--- src/ssp_pkg.sv ---
// Package: constants, register map and carrier types for the sync serial port
package ssp_pkg;

	// ************************************************************
	// Register map (byte addresses)
	// ************************************************************
	localparam logic [7:0] SSP_CTRL_ADDR = 8'h00;
	localparam logic [7:0] SSP_TXDATA_ADDR = 8'h04;
	localparam logic [7:0] SSP_RXDATA_ADDR = 8'h08;
	localparam logic [7:0] SSP_STATUS_ADDR = 8'h0C;

	// Control register fields
	localparam int CTRL_TXCLK_SEL = 0;
	localparam int CTRL_FSDIR_SEL = 1;
	localparam int CTRL_FSX_GEN = 2;

	// Status register fields
	localparam int STAT_RXCLK_LVL = 0;
	localparam int STAT_TX_BUSY = 1;
	localparam int STAT_RX_BUSY = 2;
	localparam int STAT_RX_DONE = 3;
	localparam int STAT_PORT_IDLE = 4;

	// AXI responses
	localparam logic [1:0] SSP_RESP_OKAY = 2'h0;
	localparam logic [1:0] SSP_RESP_SLVERR = 2'h2;

	// Word width of the shift registers
	localparam int SSP_WORD_W = 16;

	// Master clock output half period is this count plus one ref_clk cycles
	localparam logic [1:0] SSP_MCLK_HALF = 2'h1;

	// Pin outputs carried together: value and enable
	typedef struct packed {
		logic dataOut;
		logic dataOutEn;
		logic txClk;
		logic txClkEn;
		logic txFs;
		logic txFsEn;
	} ssp_pins_s;

	// Synchronised pin inputs
	typedef struct packed {
		logic txClk;
		logic txFs;
		logic rxClk;
		logic rxFs;
		logic dataIn;
	} ssp_pin_in_s;

	typedef enum logic [1:0] {
		SSP_IDLE,
		SSP_ARMED,
		SSP_SHIFT
	} ssp_state_e;

endpackage : ssp_pkg

--- src/ssp_sync2.sv ---
// Two-flop synchroniser for a group of pin inputs
module ssp_sync2
	import ssp_pkg::*;
#(
	parameter int W = 5
)
(
	// Clock and reset
	input wire logic ref_clk,
	input wire logic sys_rst,
	// Asynchronous input and synchronised output
	input wire logic [W-1:0] asyncIn,
	output logic [W-1:0] syncOut
);

	logic [W-1:0] stage1_r;

	// First stage feeds only the second
	always_ff @(posedge ref_clk)
	begin
		if (sys_rst)
		begin
			stage1_r <= '0;
			syncOut <= '0;
		end
		else
		begin
			stage1_r <= asyncIn;
			syncOut <= stage1_r;
		end
	end

endmodule // ssp_sync2

--- src/ssp_port.sv ---
// Frame-synchronised serial port with AXI4-Lite registers
// Summary of operation
// RULE1 - Transmit shift register drives serial data out on transmit clock.
// RULE2 - Clock select 0: transmit clock pin is an input, partner clocks.
// RULE3 - Clock select 1: device drives transmit clock at half master clock.
// RULE4 - After reset the transmit clock pin is an input.
// RULE5 - Receive shift register takes serial data in on external clock.
// RULE6 - Partner keeps receive clock running for every whole receive.
// RULE7 - When idle, software reads receive clock pin level in status.
// RULE8 - Falling transmit frame sync starts the transmit shift.
// RULE9 - Frame sync is input after reset, output when direction bit is 1.
// RULE10 - Falling receive frame sync starts the receive shift.
// RULE11 - Float condition tristates data out, frame sync and clock.
// RULE12 - Tester holds test reset low and emulation pin a high.
// RULE13 - Emulation pin b low as float control tristates all outputs; the master clock output has no enable and stays driven.
// RULE14 - Transmit changes on rising clock; receive samples on falling.
//
// The implementer's own choices: the address map and register access over AXI4-Lite.
module ssp_port
	import ssp_pkg::*;
#(
	parameter int WORD_W = SSP_WORD_W
)
(
	// Clock and reset
	input wire logic ref_clk,
	input wire logic sys_rst,
	// AXI4-Lite write address and data
	input wire logic [7:0] s_axi_awaddr,
	input wire logic s_axi_awvalid,
	output logic s_axi_awready,
	input wire logic [31:0] s_axi_wdata,
	input wire logic [3:0] s_axi_wstrb,
	input wire logic s_axi_wvalid,
	output logic s_axi_wready,
	// AXI4-Lite write response
	output logic [1:0] s_axi_bresp,
	output logic s_axi_bvalid,
	input wire logic s_axi_bready,
	// AXI4-Lite read
	input wire logic [7:0] s_axi_araddr,
	input wire logic s_axi_arvalid,
	output logic s_axi_arready,
	output logic [31:0] s_axi_rdata,
	output logic [1:0] s_axi_rresp,
	output logic s_axi_rvalid,
	input wire logic s_axi_rready,
	// Serial pins
	input wire logic transmitBitClockIn,
	output logic transmitBitClockOut,
	output logic transmitBitClockOe,
	input wire logic transmitFrameSyncIn,
	output logic transmitFrameSyncOut,
	output logic transmitFrameSyncOe,
	input wire logic receiveBitClock,
	input wire logic receiveFrameSync,
	input wire logic serialDataIn,
	output logic serialDataOut,
	output logic serialDataOutOe,
	output logic masterClockOutput,
	// Test pins
	input wire logic testReset,
	input wire logic emulationPinA,
	input wire logic emulationPinBIn
);

	// ************************************************************
	// Pin synchronisers
	// ************************************************************
	ssp_pin_in_s pinSync;
	ssp_pin_in_s pinRaw;
	logic [2:0] testSync;
	assign pinRaw = '{txClk: transmitBitClockIn, txFs: transmitFrameSyncIn,
		rxClk: receiveBitClock, rxFs: receiveFrameSync,
		dataIn: serialDataIn};

	ssp_sync2 #(.W($bits(ssp_pin_in_s))) u_pinSync (
		.ref_clk(ref_clk),
		.sys_rst(sys_rst),
		.asyncIn(pinRaw),
		.syncOut(pinSync)
	);
	ssp_sync2 #(.W(3)) u_testSync (
		.ref_clk(ref_clk),
		.sys_rst(sys_rst),
		.asyncIn({testReset, emulationPinA, emulationPinBIn}),
		.syncOut(testSync)
	);

	// ************************************************************
	// Control registers and master clock
	// ************************************************************
	logic txClkSel_r, fsDir_r, fsGen_r;
	logic [WORD_W-1:0] txData_r, rxData_r;
	logic rxDone_r;
	logic [1:0] mclkCnt_r;
	logic mclk_r, intClk_r;

	// Master clock toggles every SSP_MCLK_HALF+1 cycles
	always_ff @(posedge ref_clk)
	begin
		if (sys_rst)
		begin
			mclkCnt_r <= 2'h0;
			mclk_r <= 1'b0;
		end
		else if (mclkCnt_r == SSP_MCLK_HALF)
		begin
			mclkCnt_r <= 2'h0;
			mclk_r <= ~mclk_r;
		end
		else
			mclkCnt_r <= mclkCnt_r + 2'h1;
	end

	// RULE3 half rate clock: toggles on each master clock rise
	wire mclkRise = (mclkCnt_r == SSP_MCLK_HALF) && !mclk_r;
	always_ff @(posedge ref_clk)
	begin
		if (sys_rst)
			intClk_r <= 1'b0;
		else if (mclkRise)
			intClk_r <= ~intClk_r;
	end

	// ************************************************************
	// Edge detection on effective clocks and frame syncs
	// ************************************************************
	logic txClkPrev_r, rxClkPrev_r, txFsPrev_r, rxFsPrev_r;
	logic fsOut_r;
	// RULE2 select clock source; input when select is 0
	wire txClkEff = txClkSel_r ? intClk_r : pinSync.txClk;
	wire txFsEff = fsDir_r ? fsOut_r : pinSync.txFs;
	wire txRise = txClkEff && !txClkPrev_r;
	wire rxFall = !pinSync.rxClk && rxClkPrev_r;
	// RULE8 falling transmit frame sync
	wire txFsFall = !txFsEff && txFsPrev_r;
	// RULE10 falling receive frame sync
	wire rxFsFall = !pinSync.rxFs && rxFsPrev_r;

	always_ff @(posedge ref_clk)
	begin
		if (sys_rst)
		begin
			// Synchronisers clear to 0, so a 1 here fakes a sync fall
			txClkPrev_r <= 1'b0;
			rxClkPrev_r <= 1'b0;
			txFsPrev_r <= 1'b0;
			rxFsPrev_r <= 1'b0;
		end
		else
		begin
			txClkPrev_r <= txClkEff;
			rxClkPrev_r <= pinSync.rxClk;
			txFsPrev_r <= txFsEff;
			rxFsPrev_r <= pinSync.rxFs;
		end
	end

	// ************************************************************
	// Transmit path
	// ************************************************************
	ssp_state_e txState_r;
	logic [WORD_W-1:0] txShift_r;
	logic [4:0] txCnt_r;
	logic txBit_r;
	wire txStart = fsGen_r && fsDir_r && txState_r == SSP_IDLE && txRise;

	// Generated frame sync: low pulse for one clock period
	always_ff @(posedge ref_clk)
	begin
		if (sys_rst)
			fsOut_r <= 1'b1;
		else if (txStart)
			fsOut_r <= 1'b0;
		else if (txRise)
			fsOut_r <= 1'b1;
	end

	// RULE1 shift out MSB first; RULE14 change on rising clock
	always_ff @(posedge ref_clk)
	begin
		if (sys_rst)
		begin
			txState_r <= SSP_IDLE;
			txShift_r <= '0;
			txCnt_r <= 5'h0;
			txBit_r <= 1'b0;
		end
		else
		begin
			unique case (txState_r)
				SSP_IDLE:
					if (txFsFall)
					begin
						txShift_r <= txData_r;
						txState_r <= SSP_SHIFT;
						txCnt_r <= 5'(WORD_W);
					end
				SSP_ARMED:
					txState_r <= SSP_SHIFT;
				SSP_SHIFT:
					if (txRise)
					begin
						txBit_r <= txShift_r[WORD_W-1];
						txShift_r <= {txShift_r[WORD_W-2:0], 1'b0};
						txCnt_r <= txCnt_r - 5'h1;
						if (txCnt_r == 5'h1)
							txState_r <= SSP_IDLE;
					end
			endcase
		end
	end

	// ************************************************************
	// Receive path
	// ************************************************************
	ssp_state_e rxState_r;
	logic [WORD_W-1:0] rxShift_r;
	logic [4:0] rxCnt_r;

	// RULE5 shift in on receive clock; RULE14 sample on falling edge
	always_ff @(posedge ref_clk)
	begin
		if (sys_rst)
		begin
			rxState_r <= SSP_IDLE;
			rxShift_r <= '0;
			rxCnt_r <= 5'h0;
			rxData_r <= '0;
		end
		else
		begin
			unique case (rxState_r)
				SSP_IDLE:
					if (rxFsFall)
					begin
						rxState_r <= SSP_SHIFT;
						rxCnt_r <= 5'(WORD_W);
					end
				SSP_ARMED:
					rxState_r <= SSP_SHIFT;
				SSP_SHIFT:
					if (rxFall)
					begin
						rxShift_r <= {rxShift_r[WORD_W-2:0], pinSync.dataIn};
						rxCnt_r <= rxCnt_r - 5'h1;
						if (rxCnt_r == 5'h1)
						begin
							rxState_r <= SSP_IDLE;
							rxData_r <= {rxShift_r[WORD_W-2:0], pinSync.dataIn};
						end
					end
			endcase
		end
	end
	wire rxWordDone = rxState_r == SSP_SHIFT && rxFall && rxCnt_r == 5'h1;

	// ************************************************************
	// Output pins and float condition
	// ************************************************************
	// RULE11 RULE12 float needs test reset low and emulation a high
	wire floatTest = !testSync[2] && testSync[1];
	// RULE13 emulation b low as float control tristates data, clock and sync
	wire floatAll = floatTest && !testSync[0];
	wire portIdle = txState_r == SSP_IDLE && rxState_r == SSP_IDLE;

	always_ff @(posedge ref_clk)
	begin
		if (sys_rst)
		begin
			serialDataOut <= 1'b0;
			serialDataOutOe <= 1'b0;
			transmitBitClockOut <= 1'b0;
			transmitBitClockOe <= 1'b0;
			transmitFrameSyncOut <= 1'b1;
			transmitFrameSyncOe <= 1'b0;
			masterClockOutput <= 1'b0;
		end
		else
		begin
			serialDataOut <= txBit_r;
			serialDataOutOe <= !floatAll;
			transmitBitClockOut <= intClk_r;
			// RULE4 clock pin stays input until select written
			transmitBitClockOe <= txClkSel_r && !floatAll;
			transmitFrameSyncOut <= fsOut_r;
			// RULE9 frame sync drives only when direction bit set
			transmitFrameSyncOe <= fsDir_r && !floatAll;
			masterClockOutput <= mclk_r;
		end
	end

	// ************************************************************
	// AXI4-Lite slave
	// ************************************************************
	logic awHeld_r, wHeld_r;
	logic [7:0] awAddr_r;
	logic [31:0] wData_r;
	wire doWrite = awHeld_r && wHeld_r && !s_axi_bvalid;
	wire wrCtrl = awAddr_r == SSP_CTRL_ADDR;
	wire wrTx = awAddr_r == SSP_TXDATA_ADDR;
	wire wrOk = wrCtrl || wrTx;

	// Read data selection; RULE7 pin level visible when idle
	logic [31:0] statusWord;
	assign statusWord = {27'h0, portIdle, rxDone_r,
		rxState_r != SSP_IDLE, txState_r != SSP_IDLE,
		portIdle & pinSync.rxClk};
	wire [31:0] rdMux =
		s_axi_araddr == SSP_CTRL_ADDR ? {29'h0, fsGen_r, fsDir_r, txClkSel_r} :
		s_axi_araddr == SSP_TXDATA_ADDR ? 32'(txData_r) :
		s_axi_araddr == SSP_RXDATA_ADDR ? 32'(rxData_r) :
		s_axi_araddr == SSP_STATUS_ADDR ? statusWord : 32'h0;
	wire rdOk = s_axi_araddr <= SSP_STATUS_ADDR && s_axi_araddr[1:0] == 2'h0;
	wire rdTake = s_axi_arvalid && s_axi_arready;

	// Write channel capture; address and data in either order
	always_ff @(posedge ref_clk)
	begin
		if (sys_rst)
		begin
			awHeld_r <= 1'b0;
			wHeld_r <= 1'b0;
			awAddr_r <= 8'h0;
			wData_r <= 32'h0;
		end
		else
		begin
			if (s_axi_awvalid && s_axi_awready)
			begin
				awHeld_r <= 1'b1;
				awAddr_r <= s_axi_awaddr;
			end
			else if (doWrite)
				awHeld_r <= 1'b0;
			if (s_axi_wvalid && s_axi_wready)
			begin
				wHeld_r <= 1'b1;
				wData_r <= s_axi_wdata;
			end
			else if (doWrite)
				wHeld_r <= 1'b0;
		end
	end

	// Handshake outputs and register writes
	always_ff @(posedge ref_clk)
	begin
		if (sys_rst)
		begin
			s_axi_awready <= 1'b0;
			s_axi_wready <= 1'b0;
			s_axi_bvalid <= 1'b0;
			s_axi_bresp <= SSP_RESP_OKAY;
			s_axi_arready <= 1'b0;
			s_axi_rvalid <= 1'b0;
			s_axi_rdata <= 32'h0;
			s_axi_rresp <= SSP_RESP_OKAY;
			txClkSel_r <= 1'b0;
			fsDir_r <= 1'b0;
			fsGen_r <= 1'b0;
			txData_r <= '0;
			rxDone_r <= 1'b0;
		end
		else
		begin
			s_axi_awready <= !awHeld_r && !s_axi_awready && !s_axi_bvalid;
			s_axi_wready <= !wHeld_r && !s_axi_wready && !s_axi_bvalid;
			if (doWrite)
			begin
				s_axi_bvalid <= 1'b1;
				s_axi_bresp <= wrOk ? SSP_RESP_OKAY : SSP_RESP_SLVERR;
				if (wrCtrl && s_axi_wstrb[0])
				begin
					txClkSel_r <= wData_r[CTRL_TXCLK_SEL];
					fsDir_r <= wData_r[CTRL_FSDIR_SEL];
					fsGen_r <= wData_r[CTRL_FSX_GEN];
				end
				if (wrTx)
					txData_r <= wData_r[WORD_W-1:0];
			end
			else if (s_axi_bready)
				s_axi_bvalid <= 1'b0;
			s_axi_arready <= !s_axi_arready && !s_axi_rvalid && s_axi_arvalid;
			if (rdTake)
			begin
				s_axi_rvalid <= 1'b1;
				s_axi_rdata <= rdMux;
				s_axi_rresp <= rdOk ? SSP_RESP_OKAY : SSP_RESP_SLVERR;
			end
			else if (s_axi_rready)
				s_axi_rvalid <= 1'b0;
			// Done flag: set wins over read clear
			if (rxWordDone)
				rxDone_r <= 1'b1;
			else if (rdTake && s_axi_araddr == SSP_RXDATA_ADDR)
				rxDone_r <= 1'b0;
		end
	end
endmodule // ssp_port

--- config.mk ---
export PLATFORM = sky130hd
export DESIGN_NAME = ssp_port
export DESIGN_NICKNAME = d
export VERILOG_FILES = /design/src/ssp_pkg.sv /design/src/ssp_sync2.sv /design/src/ssp_port.sv
export SDC_FILE = /design/constraint.sdc
export NUM_CORES = 1
export LEC_CHECK = 0
export ABC_AREA = 1
export BUFFER_PORTS_ARGS = -buffer_cell sky130_fd_sc_hd__buf_4
export CAP_MARGIN = 20
export CORE_ASPECT_RATIO = 0.6
export CORE_MARGIN = 3
export CORE_UTILIZATION = 50
export CTS_CLUSTER_DIAMETER = 200
export DETAILED_ROUTE_END_ITERATION = 10
export HOLD_SLACK_MARGIN = 0.08
export PLACE_DENSITY = 0.73
export RECOVER_POWER = 100
export SKIP_CTS_REPAIR_TIMING = 1
export SYNTH_ARGS = -nofsm -noshare
export SYNTH_HDL_FRONTEND = slang
export SYNTH_SLANG_ARGS = --single-unit
--- constraint.sdc ---
create_clock -name ref_clk -period 2 [get_ports ref_clk]
set_input_delay 0.1 -clock ref_clk [delete_from_list [all_inputs] [get_ports ref_clk]]
set_output_delay 0.1 -clock ref_clk [all_outputs]
set_load 0.02 [all_outputs]
== Word level (Yosys, flattened, before mapping) ==
Index checks and enable logic that the tools add are counted.

* Register bits: 181
* Input port bits: 67
* Output and inout bits: 48
* Logic and storage cells: 174

* Add/sub/neg operators: 3
* Order comparisons: 1
* Eq/ne operators: 17
* Muxes and demuxes: 36
* Bitwise gates (word level): 3
* Reduce and logical (&&, ||, !) cells: 70

{| class="wikitable"
|+ Operators by type and width
! cell !! number
|-
| 16-bit 2-to-1 mux || 5
|-
| 16-bit case mux with 2 select lines || 1
|-
| 1-bit logical AND || 29
|-
| 5-bit 2-to-1 mux || 5
|-
| 5-bit case mux with 2 select lines || 2
|-
| 2-bit nonzero test || 10
|-
| 8-bit by 3-bit equality test with 1-bit output, second input constant || 2
|-
| 8-bit by 4-bit equality test with 1-bit output, second input constant || 2
|-
| 8-bit logical NOT || 2
|-
| 2-bit 2-to-1 mux || 8
|-
| 1-bit logical NOT || 15
|-
| 3-bit AND reduction || 5
|-
| 1-bit 2-to-1 mux || 13
|-
| 2-bit inequality test, second input constant || 6
|-
| 2-bit case mux with 3 select lines || 2
|-
| 5-bit by 1-bit equality test with 1-bit output, second input constant || 2
|-
| 5-bit by 1-bit subtractor with 5-bit output, second input constant || 2
|-
| 8-bit by 4-bit less-or-equal comparator with 1-bit output, second input constant || 1
|-
| 2-bit AND reduction || 4
|-
| 2-bit by 1-bit equality test with 1-bit output, second input constant || 3
|-
| 2-bit logical NOT || 3
|-
| 2-bit equality test, second input constant || 2
|-
| 2-bit by 1-bit adder with 2-bit output, second input constant || 1
|-
| 1-bit NOT || 2
|-
| other kinds (3) || 3
|}

== Depth between registers and ports, before layout ==
* Depth after elaboration: 7
* Mapped depth: 10
* Depth with buffers taken out: 9

== Modules after synthesis ==
From an unflattened synthesis, not the netlist that was laid out.

* Cells, all modules: 846
* Area, all modules: 6444.9 um2

{| class="wikitable"
|+ By module, submodules not included
! module !! instances !! cells an instance !! area each (um2) !! sequential area each (um2)
|-
| ssp_port || 1 || 797 || 5993.2 || 2902.8
|-
| ssp_sync2 (u_pinSync) || 1 || 31 || 286.5 || 200.2
|-
| ssp_sync2 (u_testSync) || 1 || 18 || 165.2 || 120.1
|}

== Worst setup path after synthesis ==
Ideal clock, no wire load.

* Path kind: register to register
* Start point: reg rxCnt_r[0]
* End point: reg rxData_r[11]
* Library setup time: 0.119 ns
* Arrival time: 1.094 ns
* Data required time: 1.881 ns
* Slack: 0.787 ns
* Cell stages (with the launch flop): 8
* Buffers on the path: 1
* Clock period less this slack: 1.213 ns
* Cell sequence: dfxtp_1 -> ha_1 -> nand3_1 -> nor2_4 -> inv_2 -> buf_6 -> o21ai_0 -> a21oi_1

* Longest elaborated chain between the ends: 2

{| class="wikitable"
|+ Ends and longest elaborated chain
! item !! line !! source
|-
| start: declaration || ssp_port.sv:220 || <nowiki>logic [4:0] rxCnt_r;</nowiki>
|-
| start signal: assignment || ssp_port.sv:239 || <nowiki>rxCnt_r <= 5'(WORD_W);</nowiki>
|-
| start signal: assignment || ssp_port.sv:247 || <nowiki>rxCnt_r <= rxCnt_r - 5'h1;</nowiki>
|-
| 5-bit by 1-bit equality test with 1-bit output || ssp_port.sv:248 || <nowiki>if (rxCnt_r == 5'h1)</nowiki>
|-
| 3-bit AND reduction (no source line) || n/a ||
|-
| end signal: assignment || ssp_port.sv:251 || <nowiki>rxData_r <= {rxShift_r[WORD_W-2:0], pinSync.dataIn};</nowiki>
|-
| end: declaration || ssp_port.sv:94 || <nowiki>logic [WORD_W-1:0] txData_r, rxData_r;</nowiki>
|}

Every way passes these cells.
A chain may end at the register's enable or synchronous reset.

== Worst setup path after layout ==
* Start point: reg txClkSel_r
* End point: reg txShift_r[0]

* Longest elaborated chain between the ends: 4

{| class="wikitable"
|+ Ends and longest elaborated chain
! item !! line !! source
|-
| start: declaration || ssp_port.sv:93 || <nowiki>logic txClkSel_r, fsDir_r, fsGen_r;</nowiki>
|-
| start signal: assignment || ssp_port.sv:376 || <nowiki>txClkSel_r <= wData_r[CTRL_TXCLK_SEL];</nowiki>
|-
| 1-bit 2-to-1 mux || ssp_port.sv:132 || <nowiki>wire txClkEff = txClkSel_r ? intClk_r : pinSync.txClk;</nowiki>
|-
| 1-bit logical AND || ssp_port.sv:134 || <nowiki>wire txRise = txClkEff && !txClkPrev_r;</nowiki>
|-
| 2-bit inequality test (no source line) || n/a ||
|-
| 3-bit AND reduction (no source line) || n/a ||
|-
| end signal: assignment || ssp_port.sv:196 || <nowiki>txShift_r <= txData_r;</nowiki>
|-
| end signal: assignment || ssp_port.sv:206 || <nowiki>txShift_r <= {txShift_r[WORD_W-2:0], 1'b0};</nowiki>
|-
| end: declaration || ssp_port.sv:164 || <nowiki>logic [WORD_W-1:0] txShift_r;</nowiki>
|}

Every way passes these cells.

==> out/qor.csv <==
stage;metric;value;unit
global_routing;grt_util_all_layers;18.4;%
drt;wirelength_met1;6.94;mm
layout;antenna_cells;0;
floorplanning;rows;31;
layout;drive_gt1_share;13.1;%
critical_path;crit_fanout;21;
floorplanning;die_area;0.0143;mm^2
clock_tree;cts_tree;yes;
drt;routed_via_density;4.80;
timing;fin_crit_sh;81.2;%
synth;syn-cell-area;0.00642;mm^2
synth;synthSimpleGateAreaFrac;20.1;%
place;gp_congestion;0.791;
synth;ys_seq_area_share;50.2;%
drt;post-route-drc-count;0;
synth;ys_warn_count;0;
critical_path;crit_required;2.32;ns
run_status;violations;capacitance limit;
layout;area_delta_synth_final;20.9;%
timing;max_freq;616;MHz
synth;synth_compound_area_share;17.1;%
drt;dr_wl_met3;762;um
drt;top_layer_used;met4;
synth;yosysMostFrequentCell;dfxtp_1;
timing;tns;0;ns
synth;synth_common_cells;dfxtp_1, nor2_1, o21ai_0, nand2_1, inv_1;
clock_tree;clock-root-buffer;clkbuf_16;
clock_tree;clk_latency;0.42;ns
global_routing;first_global_vias;4569;
drt;dr.pass1.iters;5;
timing;skew;0.00824;ns
floorplanning;core_area;0.0123;mm^2
worst_hold_path;hp-class;input port to flip-flop;
drt;wl;13.7;mm
drt;num_vias;5258;
critical_path;arrival;1.95;ns
clock_tree;cts_buffer_depth;2;
timing;period_needed;1.62;ns
synth;yosys.area_share.adder;0.974;%
timing;setup_viol;0;
drt;wl_per_cell;12.5;um
critical_path;worst_setup_path_end_kind;flip-flop;
synth;yosysTopAreaCellShare;50.2;%
critical_path;worst_setup_path_start_kind;flip-flop;
synth;synth_area_per_cell;7.85;um^2
power;powerDensity;920;mW/mm^2
run_status;status;finished, violations left;
timing;rsz0062_at_grt;no;
synth;synth_top_family_by_area;simple AND/OR/NAND/NOR gates;
floorplanning;start_util;52.2;%
drt;drtAntennaViolNets;0;
drt;drt-initial-drc-count;291;
place;place_ws;0.563;ns
synth;yosys.cell_types.count;42;
timing;tightest_slew;1.50;ns
synth;synth_top_flop_cell;dfxtp_1;
synth;synth_seq_cells;161;
global_routing;grt_pass1_wl;21.6;mm
synth;synth_top_area_cell;dfxtp_1;
power;p_leak;3.16;nW
critical_path;crit_type;flip-flop to flip-flop;
layout;final_core_util;63.2;%
global_routing;grt_max_degree;89;
timing;slew_headroom;0.0324;%
global_routing;antenna_found_initial;0;
synth;syn_inst;818;
timing;finalHoldViolations;0;
synth;synthMuxAreaShare;0;%
power;ir_drop;0.000674;V
floorplanning;dieHeight;93.8;um
layout;finalNetCount;989;
synth;synth_xor_area_share;0.409;%
clock_tree;clkTransAtPathRegs;0.06;ns
clock_tree;htreeDepth;4;
global_routing;overflow;0;
timing;drv_slew;0;
floorplanning;io_pins;115;
drt;wl_met2;5.92;mm
floorplanning;die_w;152;um
run;max_cap_violations;1;
timing;setup_ws;0.377;ns
place;portBuffers;77;
synth;synthTopCellsByArea;dfxtp_1, nor2_1, o21ai_0;
place;hpwl;8.70;mm
synth;synth-edff-count;0;
clock_tree;numCtsBuffers;17;
synth;async_reset_ff_share;0;%
clock_tree;clkSinkCount;161;
==> stage by stage <==
| stage | instance area, um^2 | std cells | hold WS [ns] | total power [mW] |
|---|---|---|---|---|
| floorplan | 6480 | 835 | 0.207 | 3.78 |
| global placement | 6980 | 1028 | 0.302 | 3.91 |
| detailed placement | 6980 | 1028 | 0.305 | 3.92 |
| CTS | 7580 | 1060 | -0.135 | 7.15 |
| global route | 7770 | 1095 | 0.0983 | 7.40 |
| finish | 7770 | 1095 | 0.0690 | 7.14 |
==> logic make-up (layout without fill, tap and decap cells) <==
logic type	after synthesis	in the layout
adders and majority gates	5	5
xor gates and xnor gates	3	3
and+or+nand+nor	295	295
DFF	161	161
buffers and inverters	150	245
AOI/OAI and AO/OA	203	203
other	1	18
==> state kept, by name, indices dropped and copies added (netlist names), 2 cells and up <==
| register | flops |
|---|---|
| rxData_r | 16 |
| u_testSync.stage1_r | 3 |
| u_pinSync.stage1_r | 5 |
| awAddr_r | 8 |
| txCnt_r | 5 |
| txData_r | 16 |
| wData_r | 16 |
| rxShift_r | 15 |
| rxCnt_r | 5 |
| txShift_r | 16 |
| u_testSync.syncOut | 3 |
| u_pinSync.syncOut | 5 |
| s_axi_rdata | 16 |
| mclkCnt_r | 2 |
==> final cells by class <==
class                   instances  area (um^2)
inverters                      93          360
clock inverters                15          174
repair buffers                120          878
multi-input cells             524         2500
well taps                     165          206
flip-flops and latches        161         3220
clock buffers                  17          425
fillers                      1091         4530
==> report_power, final <==
part	switching (mW)	internal [mW]
Combinational	0.307	0.212
Sequential	0.0546	3.31
Clock	1.38	1.88
Total	1.74	5.40
==> path summary, 6_finish.rpt <==
check / start / end / slack, ns / depth (start not counted)
max reg2reg: txClkSel_r / txShift_r[0] / 0.38 / 7
min: s_axi_araddr[6] / s_axi_rresp[1] / 0.07 / 5
min reg2reg: u_pinSync.stage1_r[4] / u_pinSync.syncOut[4] / 0.40 / 2
max: txClkSel_r / txShift_r[0] / 0.38 / 7
==> cells in the final DEF (no fill, tap or decap), drive strengths merged, types with 18 or more instances in the layout <==
| cell type | count |
|---|---|
| buf | 52 |
| inv | 97 |
| conb | 18 |
| a21oi | 78 |
| nand3 | 22 |
| clkbuf | 50 |
| o21ai | 111 |
| dfxtp | 161 |
| dlygate4sd3 | 35 |
| nor2 | 151 |
| nand2 | 102 |
==> critical path, cell delays in order (launching register included) <==
cell,delay [ns]
dfxtp_1,0.32
o21ai_0,0.40
nor2_4,0.11
nand2_4,0.12
nand2_4,0.17
inv_6,0.19
nand2_1,0.09
a21oi_2,0.13
==> metal layers <==
| layer | vias to the layer above | GRT usage (%) |
|---|---|---|
| li1 | 2781 | - |
| met1 | 2351 | 26.2 |
| met2 | 115 | 26.7 |
| met3 | 11 | 5.57 |
| met4 | 0 | 5.76 |
| met5 | - | 0 |
Note: power is estimated with default switching activity, not from simulation.
